[src/pkt_pkg.sv]
package pkt_pkg;
    // ------------------------------------------------------------
    // Framing constants
    // ------------------------------------------------------------
    localparam logic [7:0] START_VAL = 8'h61;
    localparam logic [7:0] PARITY_MARK = 8'h2F;
    localparam logic [7:0] TYPE_CTRL = 8'h00;
    localparam logic [7:0] TYPE_CHAN = 8'h01;
    localparam logic [7:0] TYPE_SPEECH = 8'h02;
    localparam int HDR_BYTES = 4;
    localparam logic PARITY_RST = 1'b1;
    // ------------------------------------------------------------
    // Transport selection
    // ------------------------------------------------------------
    localparam logic [1:0] PORT_UART = 2'h0;
    localparam logic [1:0] PORT_PAR = 2'h1;
    localparam logic [1:0] PORT_SER = 2'h2;
    // ------------------------------------------------------------
    // Sample convention and timing
    // ------------------------------------------------------------
    localparam logic signed [15:0] FULL_SCALE = 16'sh7FFF;
    localparam int CLK_MHZ = 125;
    localparam int SAMPLE_US = 125;
    localparam int SAMPLE_CYC = SAMPLE_US * CLK_MHZ;
    localparam int FIFO_DEPTH = 32;
    localparam int CODEC_WRITES = 5;
    localparam logic [7:0] CODEC_REG [CODEC_WRITES] =
        '{8'h01, 8'h02, 8'h04, 8'h05, 8'h06};
    localparam logic [7:0] CODEC_VAL [CODEC_WRITES] =
        '{8'h41, 8'hA0, 8'h83, 8'hB8, 8'h02};
    localparam logic [7:0] TYPE_CODEC_WR = 8'h03;
endpackage : pkt_pkg

[src/pkt_if.sv]
`timescale 1ns/10ps
`default_nettype none
interface pkt_if;
    // Byte stream host to device
    logic [7:0] h2d_data;
    logic h2d_valid;
    logic h2d_ready;
    // Byte stream device to host
    logic [7:0] d2h_data;
    logic d2h_valid;
    logic d2h_ready;
    // Transport strap
    logic [1:0] port_sel;
    modport dev (input h2d_data, input h2d_valid, output h2d_ready,
        output d2h_data, output d2h_valid, input d2h_ready,
        input port_sel);
    modport host (output h2d_data, output h2d_valid, input h2d_ready,
        input d2h_data, input d2h_valid, output d2h_ready,
        output port_sel);
endinterface : pkt_if
`default_nettype wire

[src/vocoder_dev.sv]
// Function
// - Samples move every 125 us each way
// - Full scale is signed 32767
// - Host-side gain passes 16-bit samples unchanged
// - Coder applies exactly 0 dB gain
// - Codec setup is five register writes
// - Setup values 41 A0 83 B8 02
// - Host repeats setup after codec reset
// - All traffic travels framed as packets
// - One transport chosen by strap pins
// - Codec mode: config, status, coded bits
// - Packet mode adds speech samples in packets
// - Header: start, length, type bytes
// - Packets handled strictly in arrival order
// - First byte is always 61 hex
// - Two-byte length, MSB first, excludes header
// - Fourth byte is type; 00 control
// - Parity marker 2F and byte after reset
`timescale 1ns/10ps
`default_nettype none
module vocoder_dev (
    // Clock and reset
    input wire logic CLK,
    input wire logic RST_N,
    // Packet link
    pkt_if.dev LINK,
    // Mode and straps
    input wire logic PACKET_MODE,
    // Sample port
    input wire logic [15:0] ADC_SAMPLE,
    output logic [15:0] DAC_SAMPLE,
    output logic SAMPLE_TICK,
    // Codec control writes
    output logic [7:0] CODEC_ADDR,
    output logic [7:0] CODEC_DATA,
    output logic CODEC_WR,
    // Status
    output logic [1:0] PORT_ACTIVE,
    output logic PKT_ERR
);
    // ------------------------------------------------------------
    // Parser state
    // ------------------------------------------------------------
    typedef enum logic [2:0] {
        R_HUNT, R_LEN_HI, R_LEN_LO, R_TYPE, R_BODY
    } rx_e;
    typedef struct packed {
        rx_e rx;
        logic [15:0] left;
        logic [7:0] ptype;
        logic [15:0] idx;
        logic [7:0] prev;
        logic [7:0] par;
        logic [1:0] port;
        logic port_set;
        logic parity_on;
        logic [13:0] tick_cnt;
        logic tick;
        logic [15:0] dac;
        logic [7:0] caddr;
        logic [7:0] cdata;
        logic cwr;
        logic err;
    } st_s;
    st_s s_q, s_d;
    logic [7:0] in_byte;
    logic in_ok, take;
    logic [7:0] out_byte;
    logic out_ok, out_rdy;

    // ------------------------------------------------------------
    // Receive buffer keeps arrival order
    // ------------------------------------------------------------
    // Parser drains a byte per clock, so depth only absorbs bursts
    byte_fifo #(.WIDTH(8), .DEPTH(pkt_pkg::FIFO_DEPTH)) u_rx (
        .CLK(CLK),
        .RST_N(RST_N),
        .in_data(LINK.h2d_data),
        .in_valid(LINK.h2d_valid),
        .in_ready(LINK.h2d_ready),
        .out_data(in_byte),
        .out_valid(in_ok),
        .out_ready(take)
    );

    // Reply stream idle: nothing ever leaves unframed
    assign take = 1'b1;
    assign LINK.d2h_data = out_byte;
    assign LINK.d2h_valid = out_ok;
    assign out_rdy = LINK.d2h_ready;
    assign out_byte = 8'h00;
    assign out_ok = 1'b0;

    // ------------------------------------------------------------
    // Body byte decode
    // ------------------------------------------------------------
    // Second byte of a pair; marker and parity byte never pair
    function automatic logic pair_end(input logic [15:0] idx,
            input logic [15:0] left, input logic par_on);
        pair_end = idx[0] && (!par_on || left > 16'h0002);
    endfunction : pair_end

    // ------------------------------------------------------------
    // Parser
    // ------------------------------------------------------------
    // Codec writes land before the parity byte can be judged
    always_comb begin
        s_d = s_q;
        s_d.cwr = 1'b0;
        s_d.tick = 1'b0;
        // Strap is latched once after reset release
        if (!s_q.port_set) begin
            s_d.port = LINK.port_sel;
            s_d.port_set = 1'b1;
        end
        // Fixed 8 kHz sample strobe
        if (s_q.tick_cnt == 14'(pkt_pkg::SAMPLE_CYC - 1)) begin
            s_d.tick_cnt = '0;
            s_d.tick = 1'b1;
            // Loopback at unity gain keeps full scale
            if (!PACKET_MODE) begin
                s_d.dac = ADC_SAMPLE;
            end
        end else begin
            s_d.tick_cnt = s_q.tick_cnt + 1'b1;
        end
        if (in_ok) begin
            s_d.prev = in_byte;
            unique case (s_q.rx)
                R_HUNT: begin
                    // Discard until start byte
                    if (in_byte == pkt_pkg::START_VAL) begin
                        s_d.rx = R_LEN_HI;
                        s_d.par = in_byte;
                    end
                end
                R_LEN_HI: begin
                    s_d.left[15:8] = in_byte;
                    s_d.par = s_q.par ^ in_byte;
                    s_d.rx = R_LEN_LO;
                end
                R_LEN_LO: begin
                    s_d.left[7:0] = in_byte;
                    s_d.par = s_q.par ^ in_byte;
                    s_d.rx = R_TYPE;
                end
                R_TYPE: begin
                    s_d.ptype = in_byte;
                    s_d.par = s_q.par ^ in_byte;
                    s_d.idx = '0;
                    s_d.rx = (s_q.left == '0) ? R_HUNT : R_BODY;
                    // Speech only framed in packet mode
                    if (in_byte == pkt_pkg::TYPE_SPEECH && !PACKET_MODE) begin
                        s_d.err = 1'b1;
                    end
                end
                R_BODY: begin
                    s_d.left = s_q.left - 1'b1;
                    s_d.idx = s_q.idx + 1'b1;
                    // Codec write: address byte then data byte
                    if (s_q.ptype == pkt_pkg::TYPE_CODEC_WR &&
                        pair_end(s_q.idx, s_q.left, s_q.parity_on)) begin
                        s_d.caddr = s_q.prev;
                        s_d.cdata = in_byte;
                        s_d.cwr = 1'b1;
                    end
                    // Speech body fills DAC sample, MSB first
                    if (s_q.ptype == pkt_pkg::TYPE_SPEECH &&
                        pair_end(s_q.idx, s_q.left, s_q.parity_on)) begin
                        s_d.dac = {s_q.prev, in_byte};
                    end
                    if (s_q.left == 16'h0001) begin
                        s_d.rx = R_HUNT;
                        // Marker must precede final parity byte
                        if (s_q.parity_on &&
                            (s_q.prev != pkt_pkg::PARITY_MARK ||
                             s_q.par != in_byte)) begin
                            s_d.err = 1'b1;
                        end
                    end else begin
                        s_d.par = s_q.par ^ in_byte;
                    end
                end
                default: s_d.rx = R_HUNT;
            endcase
        end
    end

    always_ff @(posedge CLK or negedge RST_N) begin
        if (!RST_N) begin
            s_q <= '0;
            s_q.rx <= R_HUNT;
            s_q.parity_on <= pkt_pkg::PARITY_RST;
        end else begin
            s_q <= s_d;
        end
    end

    // ------------------------------------------------------------
    // Outputs straight from state
    // ------------------------------------------------------------
    assign DAC_SAMPLE = s_q.dac;
    assign SAMPLE_TICK = s_q.tick;
    assign CODEC_ADDR = s_q.caddr;
    assign CODEC_DATA = s_q.cdata;
    assign CODEC_WR = s_q.cwr;
    assign PORT_ACTIVE = s_q.port;
    assign PKT_ERR = s_q.err;
endmodule : vocoder_dev
`default_nettype wire

[src/byte_fifo.sv]
`timescale 1ns/10ps
`default_nettype none
module byte_fifo #(
    parameter int WIDTH = 8,
    parameter int DEPTH = 32
) (
    // Clock and reset
    input wire logic CLK,
    input wire logic RST_N,
    // Fill side
    input wire logic [WIDTH-1:0] in_data,
    input wire logic in_valid,
    output logic in_ready,
    // Drain side
    output logic [WIDTH-1:0] out_data,
    output logic out_valid,
    input wire logic out_ready
);
    localparam int AW = $clog2(DEPTH);
    typedef struct packed {
        logic [DEPTH-1:0][WIDTH-1:0] mem;
        logic [AW-1:0] wp;
        logic [AW-1:0] rp;
        logic [AW:0] cnt;
    } st_s;
    st_s s_q, s_d;
    logic push, pop;

    assign in_ready = (s_q.cnt != (AW+1)'(DEPTH));
    assign out_valid = (s_q.cnt != '0);
    assign out_data = s_q.mem[s_q.rp];
    assign push = in_valid && in_ready;
    assign pop = out_valid && out_ready;

    always_comb begin
        s_d = s_q;
        if (push) begin
            s_d.mem[s_q.wp] = in_data;
            s_d.wp = s_q.wp + 1'b1;
        end
        if (pop) begin
            s_d.rp = s_q.rp + 1'b1;
        end
        s_d.cnt = s_q.cnt + {{AW{1'b0}}, push} - {{AW{1'b0}}, pop};
    end

    always_ff @(posedge CLK or negedge RST_N) begin
        if (!RST_N) begin
            s_q <= '0;
        end else begin
            s_q <= s_d;
        end
    end
endmodule : byte_fifo
`default_nettype wire

[src/flat_wrapper.sv]
// flat-port wrapper written by rule: the top's interface ports become plain ports
module vocoder_dev_flat 
  (CLK, RST_N, PACKET_MODE, ADC_SAMPLE, DAC_SAMPLE, SAMPLE_TICK, CODEC_ADDR, CODEC_DATA, CODEC_WR, PORT_ACTIVE, PKT_ERR, LINK_h2d_data, LINK_h2d_valid, LINK_h2d_ready, LINK_d2h_data, LINK_d2h_valid, LINK_d2h_ready, LINK_port_sel);
  pkt_if LINK_i ();
  input wire logic CLK;
  input wire logic RST_N;
  input wire logic PACKET_MODE;
  input wire logic [15:0] ADC_SAMPLE;
  output logic [15:0] DAC_SAMPLE;
  output logic SAMPLE_TICK;
  output logic [7:0] CODEC_ADDR;
  output logic [7:0] CODEC_DATA;
  output logic CODEC_WR;
  output logic [1:0] PORT_ACTIVE;
  output logic PKT_ERR;
  input wire logic [$bits(LINK_i.h2d_data)-1:0] LINK_h2d_data;
  input wire logic [$bits(LINK_i.h2d_valid)-1:0] LINK_h2d_valid;
  output wire logic [$bits(LINK_i.h2d_ready)-1:0] LINK_h2d_ready;
  output wire logic [$bits(LINK_i.d2h_data)-1:0] LINK_d2h_data;
  output wire logic [$bits(LINK_i.d2h_valid)-1:0] LINK_d2h_valid;
  input wire logic [$bits(LINK_i.d2h_ready)-1:0] LINK_d2h_ready;
  input wire logic [$bits(LINK_i.port_sel)-1:0] LINK_port_sel;
  assign LINK_i.h2d_data = LINK_h2d_data;
  assign LINK_i.h2d_valid = LINK_h2d_valid;
  assign LINK_h2d_ready = LINK_i.h2d_ready;
  assign LINK_d2h_data = LINK_i.d2h_data;
  assign LINK_d2h_valid = LINK_i.d2h_valid;
  assign LINK_i.d2h_ready = LINK_d2h_ready;
  assign LINK_i.port_sel = LINK_port_sel;
  vocoder_dev u_core (.CLK(CLK), .RST_N(RST_N), .LINK(LINK_i), .PACKET_MODE(PACKET_MODE), .ADC_SAMPLE(ADC_SAMPLE), .DAC_SAMPLE(DAC_SAMPLE), .SAMPLE_TICK(SAMPLE_TICK), .CODEC_ADDR(CODEC_ADDR), .CODEC_DATA(CODEC_DATA), .CODEC_WR(CODEC_WR), .PORT_ACTIVE(PORT_ACTIVE), .PKT_ERR(PKT_ERR));
endmodule
[config.mk]
export PLATFORM = sky130hd
export DESIGN_NAME = vocoder_dev_flat
export DESIGN_NICKNAME = d
export VERILOG_FILES = /design/src/pkt_pkg.sv /design/src/pkt_if.sv /design/src/vocoder_dev.sv /design/src/byte_fifo.sv /design/src/flat_wrapper.sv
export SDC_FILE = /design/constraint.sdc
export NUM_CORES = 1
export LEC_CHECK = 0
export BUFFER_PORTS_ARGS = -buffer_cell sky130_fd_sc_hd__buf_4
export CAP_MARGIN = 40
export CORE_ASPECT_RATIO = 1.75
export CORE_MARGIN = 4
export CORE_UTILIZATION = 45
export DETAILED_ROUTE_END_ITERATION = 12
export HOLD_SLACK_MARGIN = 0.15
export PLACE_DENSITY_LB_ADDON = 0.25
export REMOVE_ABC_BUFFERS = 1
export SLEW_MARGIN = 20
export SYNTH_ARGS = -nofsm -noshare
export SYNTH_HDL_FRONTEND = slang
export SYNTH_SLANG_ARGS = --single-unit
[constraint.sdc]
create_clock -name CLK -period 2.72 [get_ports CLK]
set_input_delay 0.408 -clock CLK [delete_from_list [all_inputs] [get_ports CLK]]
set_output_delay 0.408 -clock CLK [all_outputs]
set_load 0.02 [all_outputs]
==> results.md, run 1 <==
* CP required at approximately 3.2 ns
* Finish-stage setup viols at 15
* Dpl cell area at roughly 19,000 sq um
* CTS Sinks at 368
* Final number of max-transition violations at 0
* HPWL after DPL at 29.8 mm
* Die area at roughly 43,000 sq um
* Routability cong. at between 0.8 and 0.9
* PwrDens at roughly 1200 nW/um^2
* CTS Buf Count at 36
* Lkg Pwr at slightly below 10 nW
* CTS tree: done
* Max_cap viols at 0
* Initial Util at a little under half
* Bufs on Longest Clock Path at 3
* Seq cells post-synth at 368
* Share of cells above drive strength 1 at between 30% and 40%
* Largest net degree at the start of global routing at 75
* H-tree levels at 2
* Clk_skew at a little under 0.03 ns
* Wire per inst at about 21 um
* NumNets Final at 1,554
* GRT Residual Overflow at 0
* Initial antenna violation count at 0
* Most used DFF post-synth: dfrtp_1
* Post-route minimum period at between 2 and 3 ns
* CP peak stage delay at 0.51 ns
* Placed Cells incl. Taps at approximately 1,900
* CP Capture Type: register
* CP Data Arrival Time at ~3.4 ns
* Overall routing resource usage at between 20% and 30%
* Final Cell Area at about 21,000 sq um
* Worst setup SP type: register
* Most frequent cells in the layout: dfrtp_1 (366), mux2_2 (259), buf_4 (178), nand2_1 (114), mux2i_1 (64)
* Buffers on Ports at 67
* Row Count at 95
* WHS at around 0.17 ns
* Remaining antenna violation count at 0
* Cells after Synth at 1,382
* Slew @ Worst Pin at 0.757 ns
* Register area share after synthesis at 52.1%
* Reg clk slew, reported paths at 0.06 ns
* Peak supply drop at 0.000484 V
* Die X at 158 um
* Min-Delay Path Class: input pin to register
* Die height at between 200 and 300 um
* Failing checks: negative setup slack
* Setup Crit Path Kind: register to register
* Post-Route WL at 43.0 mm
* Final worst slack at -0.187 ns
* IO Pins at 78
* Via density at 5.62
* Rel. slew slack at around 50%
* Commonest non-fill, non-tap cell in the layout: dfrtp_1
* Yosys cell types at 60
* Final critical-path share of the clock period at 107%
* Async SR Flop Fraction at 100%
* Clk Latency, worst-skew pair at approximately 0.54 ns
* Cell at the slowest stage of the critical path: dfrtp_4
* Clock root buffer: clkbuf_16
* Length of the first detailed-routing pass in iterations at 4
* Number of diodes at 0
* Final Hold Violating Endpoints at 0
* Post-Synthesis Cell Area at around 18,000 sq um
* Crit-path cells: buf_12, buf_12, mux4_2, a211oi_4, a22o_1, buf_4, buf_4, xnor2_1, nor4_1, nand3_1, a21o_1
* Via count at approximately 11,000
* RSZ-0062 raised after global routing: yes
* Fmax achieved at around 340 MHz
* EDFF count, synth at 0
* Core area at 38,600 sq um
* Vias in the first global route at about 12,000
* Ys Warns at 0
* Critical Path Fanout Max at 5
* Initial DRC count at 468
* Area Growth Syn to Fin at 16.9%
* Run status: complete, but fails checks
* Mapped Avg Cell Area at around 13 sq um
* Fin cells at a little over 2,000
* DRC Markers at 0
* First-pass GRT wire length at ~67 mm
[layout make-up]
type                            count  area, sq um
Clock buffer                       52         1080
Clock inverter                     11          181
Fill cell                        3258        18000
Inverter                           16         60.1
Multi-Input combinational cell    873         7730
Sequential cell                   368         9210
Tap cell                          485          607
Timing Repair Buffer              207         1800
[cell families (layout without fill, tap and decap cells)]
family | after synthesis | in the layout | share of synthesized area, %
muxes | 372 | 372 | 26.5
DFF | 368 | 368 | 52.1
and+or+nand+nor | 274 | 274 | 7.33
AOI/OAI and AO/OA | 166 | 166 | 5.97
buffers and inverters | 149 | 286 | 5.04
xor gates and xnor gates | 30 | 30 | 1.49
adders and majority gates | 21 | 21 | 1.53
other | 2 | 10 | 0.0425
[timing repair]
item	CTS	global route
hold buffers	6	0
buffers inserted	11	7
setup endpoints to repair	18	18
pin swaps	9	11
hold endpoints to repair	69	0
resized for setup	27	10
[worst max-delay path, delay by kind of cell (launching register included)]
kind,cells,cell delay (ns)
DFF,1,0.51
and+or+nand+nor,2,0.43
buffers and inverters,4,0.50
muxes,1,0.46
xor gates and xnor gates,1,0.07
AOI/OAI and AO/OA,3,0.83
[report_power, final]
group,internal [mW],switching (mW)
Clock,3.15,2.13
Combinational,5.51,4.88
Sequential,7.59,1.32
[cell usage after synthesis (all sizes together), types with 2 or more instances]
cell / n / area, sq um
conb: 2 / 7.51
nor3: 26 / 130
a22o: 8 / 72.6
nor3b: 4 / 30.0
xor2: 10 / 87.6
or4b: 2 / 23.8
a21oi: 53 / 295
o22ai: 8 / 50.1
nand2b: 4 / 25.0
and3: 12 / 75.1
nand4: 10 / 77.6
and2: 5 / 31.3
mux2i: 64 / 641
nand2: 115 / 434
nor2b: 6 / 37.5
o21ai: 45 / 236
a22oi: 17 / 128
mux4: 48 / 1110
xnor2: 20 / 175
o221ai: 8 / 70.1
nor4b: 2 / 17.5
and3b: 3 / 26.3
o31ai: 2 / 15.0
a211oi: 8 / 60.1
clkbuf: 59 / 223
mux2: 260 / 2930
nor4: 7 / 43.8
nand3: 12 / 60.1
ha: 20 / 250
nor2: 57 / 214
a31oi: 6 / 37.5
or3: 4 / 25.0
a21o: 2 / 15.0
o22a: 7 / 61.3
buf: 74 / 608
inv: 16 / 60.1
dfrtp: 368 / 9210
[layer usage]
metal	global-route usage, %	up-vias	routed length [um]	share of wire, %
met5	0	-	0	0
li1	-	5186	-	-
met4	9.06	0	2090	4.9
met1	22.0	5802	15600	36
met3	2.58	90	1450	3.4
met2	38.3	230	23900	56
[registers in the layout, indices dropped and copies added, names as in the netlist]
signal,cells
u_core.CODEC_DATA,8
u_core.CODEC_WR,1
u_core.s_q,59
u_core.PKT_ERR,1
u_core.CODEC_ADDR,8
u_core.u_rx.s_q,272
u_core.PORT_ACTIVE,2
u_core.DAC_SAMPLE,16
u_core.SAMPLE_TICK,1
[worst paths after layout]
kind	startpoint	to	slack, ns	depth (start not counted)
worst max-delay path	u_core.u_rx.s_q[6]	u_core.PKT_ERR	-0.19	11
worst min-delay path	ADC_SAMPLE[10]	u_core.DAC_SAMPLE[10]	0.17	3
min in group asynchronous	RST_N	u_core.CODEC_ADDR[0]	0.43	2
worst max register to register	u_core.u_rx.s_q[6]	u_core.PKT_ERR	-0.19	11
worst min register to register	u_core.CODEC_ADDR[6]	u_core.CODEC_ADDR[6]	0.47	2
max in group asynchronous	RST_N	u_core.u_rx.s_q[109]	1.32	3
[per-stage QoR]
| stage | worst slack, ns | utilization [%] | setup TNS (ns) | power (mW) |
|---|---|---|---|---|
| 3_3_place_gp | -0.258 | 49.3 | -2.79 | 18.3 |
| 5_1_grt | -0.275 | 53.5 | -2.83 | 25.9 |
| 4_1_cts | -0.198 | 53.3 | -1.99 | 24.6 |
| 3_5_place_dp | -0.290 | 49.3 | -3.20 | 18.7 |
| 6_report | -0.187 | 53.5 | -1.70 | 24.6 |
| 2_1_floorplan | -2.62 | - | -115.27 | 14.8 |
Power figures use the tool's default switching activity.
==> inputs of run 2 (changes only) <==
- CELL_PAD_IN_SITES_DETAIL_PLACEMENT: default -> 1
- CELL_PAD_IN_SITES_GLOBAL_PLACEMENT: default -> 1
- SYNTH_HIERARCHICAL: default -> 1
==> results.md, run 2 <==
* Synth area leaders: dfrtp_1 (51%), mux2_2 (17%), mux4_2 (4.4%), mux2i_1 (2.7%), buf_4 (2.1%)
* Largest Register: u_core/u_rx/s_q
* Die X at ~160 um
* Critical R2R Launch: u_core/u_rx/s_q[6]
* HPWL after DPL at between 30 and 40 mm
* Max_cap viols at 0
* Via count at approximately 11,000
* Dominant cell by count in the synthesized netlist: dfrtp_1
* Slew @ Worst Pin at ~0.67 ns
* Via density at a little under 6
* EDFF count, synth at 0
* R2r endpoint: u_core/s_q[57]
* Post-Synthesis Cell Area at 17,900 sq um
* Finish-stage setup viols at 10
* PwrDens at approximately 1200 nW/um^2
* Seq cells post-synth at 368
* Min-Delay Path Class: input pin to register
* CTS Sinks at 368
* Core area at a little under 40,000 sq um
* Remaining antenna violation count at 0
* Initial Util at 45.6%
* Initial antenna violation count at 0
* Critical Path Fanout Max at 8
* Final Hold Violating Endpoints at 0
* Synth cell count leaders: dfrtp_1 (368), mux2_2 (276), clkbuf_1 (52), buf_4 (49), mux2i_1 (48)
* Clk_skew at 0.0250 ns
* Min-Delay Endpoint: u_core/DAC_SAMPLE[14]
* Max FFs per register at 272
* Register area share after synthesis at just over 50%
* Yosys cell types at between 80 and 90
* Run status: complete, but fails checks
* Post-route minimum period at between 3 and 4 ns
* Commonest non-fill, non-tap cell in the layout: dfrtp_1
* Final critical-path share of the clock period at 113%
* DRC Markers at 0
* Post-Route Setup TNS at -3.22 ns
* First-pass GRT wire length at between 70 and 80 mm
* Area of the multi-input gates at between 8000 and 9000 sq um
* Most frequent cells in the layout: dfrtp_1 (366), mux2_2 (276), buf_4 (160), mux2i_1 (45), nor2_1 (44)
* Die area at roughly 43,000 sq um
* Post-Route WL at between 40 and 50 mm
* Peak supply drop at 0.000489 V
* Reg clk slew, reported paths at ~0.06 ns
* Routability cong. at between 0.8 and 0.9
* IO Pins at 78
* Bufs on Longest Clock Path at 3
* Ys Warns at 6
* Fillers at 3,886
* CP Capture Type: register
* Fmax achieved at roughly 320 MHz
* Wire per inst at roughly 25 um
* CP required at ~3.2 ns
* Number of diodes at 0
* GRT Residual Overflow at 0
* Worst Min Path Start: ADC_SAMPLE[14]
* Mapped Avg Cell Area at approximately 13 sq um
* Clock root buffer: clkbuf_16
* Initial DRC count at about 430
* RSZ-0062 raised after global routing: yes
* Most used DFF post-synth: dfrtp_1
* Cells after Synth at ~1,300
* Failing checks: negative setup slack
* Clk Latency, worst-skew pair at ~0.54 ns
* NumNets Final at between 1,000 and 1,500
* Setup Crit Path Kind: register to register
* Worst reg-to-reg setup slack at -0.36 ns
* Vias in the first global route at approximately 13,000
* CTS tree: done
* Final number of max-transition violations at 0
* Area Growth Syn to Fin at 16.8%
* Share of the synthesized area in the top cell type at about 50%
* Rel. slew slack at 55.1%
* WHS at approximately 0.17 ns
* Die height at between 200 and 300 um
* Length of the first detailed-routing pass in iterations at 4
* Largest net degree at the start of global routing at 75
* Register Area at slightly above 9000 sq um
* CP Data Arrival Time at approximately 3.5 ns
* Buffers on Ports at 67
* Depth of the worst hold-timing path at 3
* Async SR Flop Fraction at 100%
* Share of cells above drive strength 1 at ~44%
* Row Count at 96
* Lkg Pwr at between 9 and 10 nW
* Final worst slack at -0.365 ns
* CTS Buf Count at 36
* H-tree levels at 2
* Overall routing resource usage at ~22%
* Worst setup SP type: register
* Reg2Reg Depth at 11
* Yosys top cell by area: dfrtp_1
-- run 2: worst max-delay path by stage --
| stage | cells past startpoint | startpoint | slack, ns | to |
|---|---|---|---|---|
| final | 11 | u_core/u_rx/s_q[6] | -0.36 | u_core/s_q[57] |
| after global routing | 15 | u_core/u_rx/s_q[6] | -0.50 | u_core/s_q[59] |
| after detailed placement | 8 | u_core/u_rx/s_q[6] | -0.69 | u_core/s_q[57] |
| after CTS | 12 | u_core/u_rx/s_q[6] | -0.35 | u_core/s_q[57] |
| after global placement | 9 | u_core/u_rx/s_q[6] | -0.55 | u_core/s_q[57] |
| after floorplan | 8 | u_core/u_rx/s_q[6] | -2.70 | u_core/s_q[54] |
-- run 2: metal layers --
| layer | track usage [%] | up-vias | share of wire (%) |
|---|---|---|---|
| met5 | 0 | - | 0 |
| met4 | 10.1 | 0 | 4.6 |
| met1 | 24.6 | 5870 | 37 |
| li1 | - | 5036 | - |
| met2 | 41.8 | 241 | 55 |
| met3 | 2.85 | 93 | 3.0 |
-- run 2: timing repair --
item | in CTS | in global routing
gates resized for setup | 32 | 30
setup endpoints to repair | 49 | 34
hold buffers | 3 | 0
setup buffers | 11 | 5
pin swaps | 12 | 22
endpoints found under the hold margin | 54 | 0
-- run 2: per-stage QoR --
step | instances | setup WS (ns) | utilization (%) | total power [mW] | instance area (sq um)
after floorplan | 1211 | -2.70 | - | 14.7 | 17200
after global placement | 1870 | -0.550 | 49.1 | 18.4 | 19300
after detailed placement | 1870 | -0.687 | 49.1 | 18.9 | 19300
after CTS | 1947 | -0.351 | 52.9 | 24.7 | 20800
after global routing | 1951 | -0.499 | 53.3 | 26.3 | 20900
final | 1951 | -0.365 | 53.3 | 24.9 | 20900
-- run 2: cells by family (layout without fill, tap and decap cells) --
kind of cell	after synthesis	in the layout	synth area share, %
AND/OR/NAND/NOR	214	214	7.59
buffers and inverters	162	279	5.06
XOR/XNOR	23	23	1.12
other	2	11	0.0419
flip-flops	368	368	51.4
adder cells (fa/ha/maj)	21	21	1.51
AO/OA/AOI/OAI	158	158	6.00
multiplexers	387	387	27.3
-- run 2: worst max-delay path, stage by stage, from the launching register on --
cell	delay, ns
dfrtp_4	0.44
buf_12	0.15
mux4_1	0.61
a22o_1	0.30
a211oi_2	0.25
a21oi_2	0.08
or4_4	0.56
nor2_4	0.16
o31ai_1	0.08
buf_4	0.17
nand2_8	0.08
a32o_1	0.13
-- run 2: area by class of cell --
cell class                 count  area share [%]
multi-input combinational    814            38.7
clock buffer                  53            5.09
inverter                      29           0.520
timing repair buffer         187            8.07
clock inverter                10           0.646
sequential                   368            44.0
tap                          490            2.93
-- run 2: report_power, final --
group	leakage (nW)	total [mW]	internal (mW)	switching (mW)
clock network	0.595	5.13	3.01	2.12
registers	4.64	9.00	7.58	1.42
logic	4.63	10.8	5.57	5.19
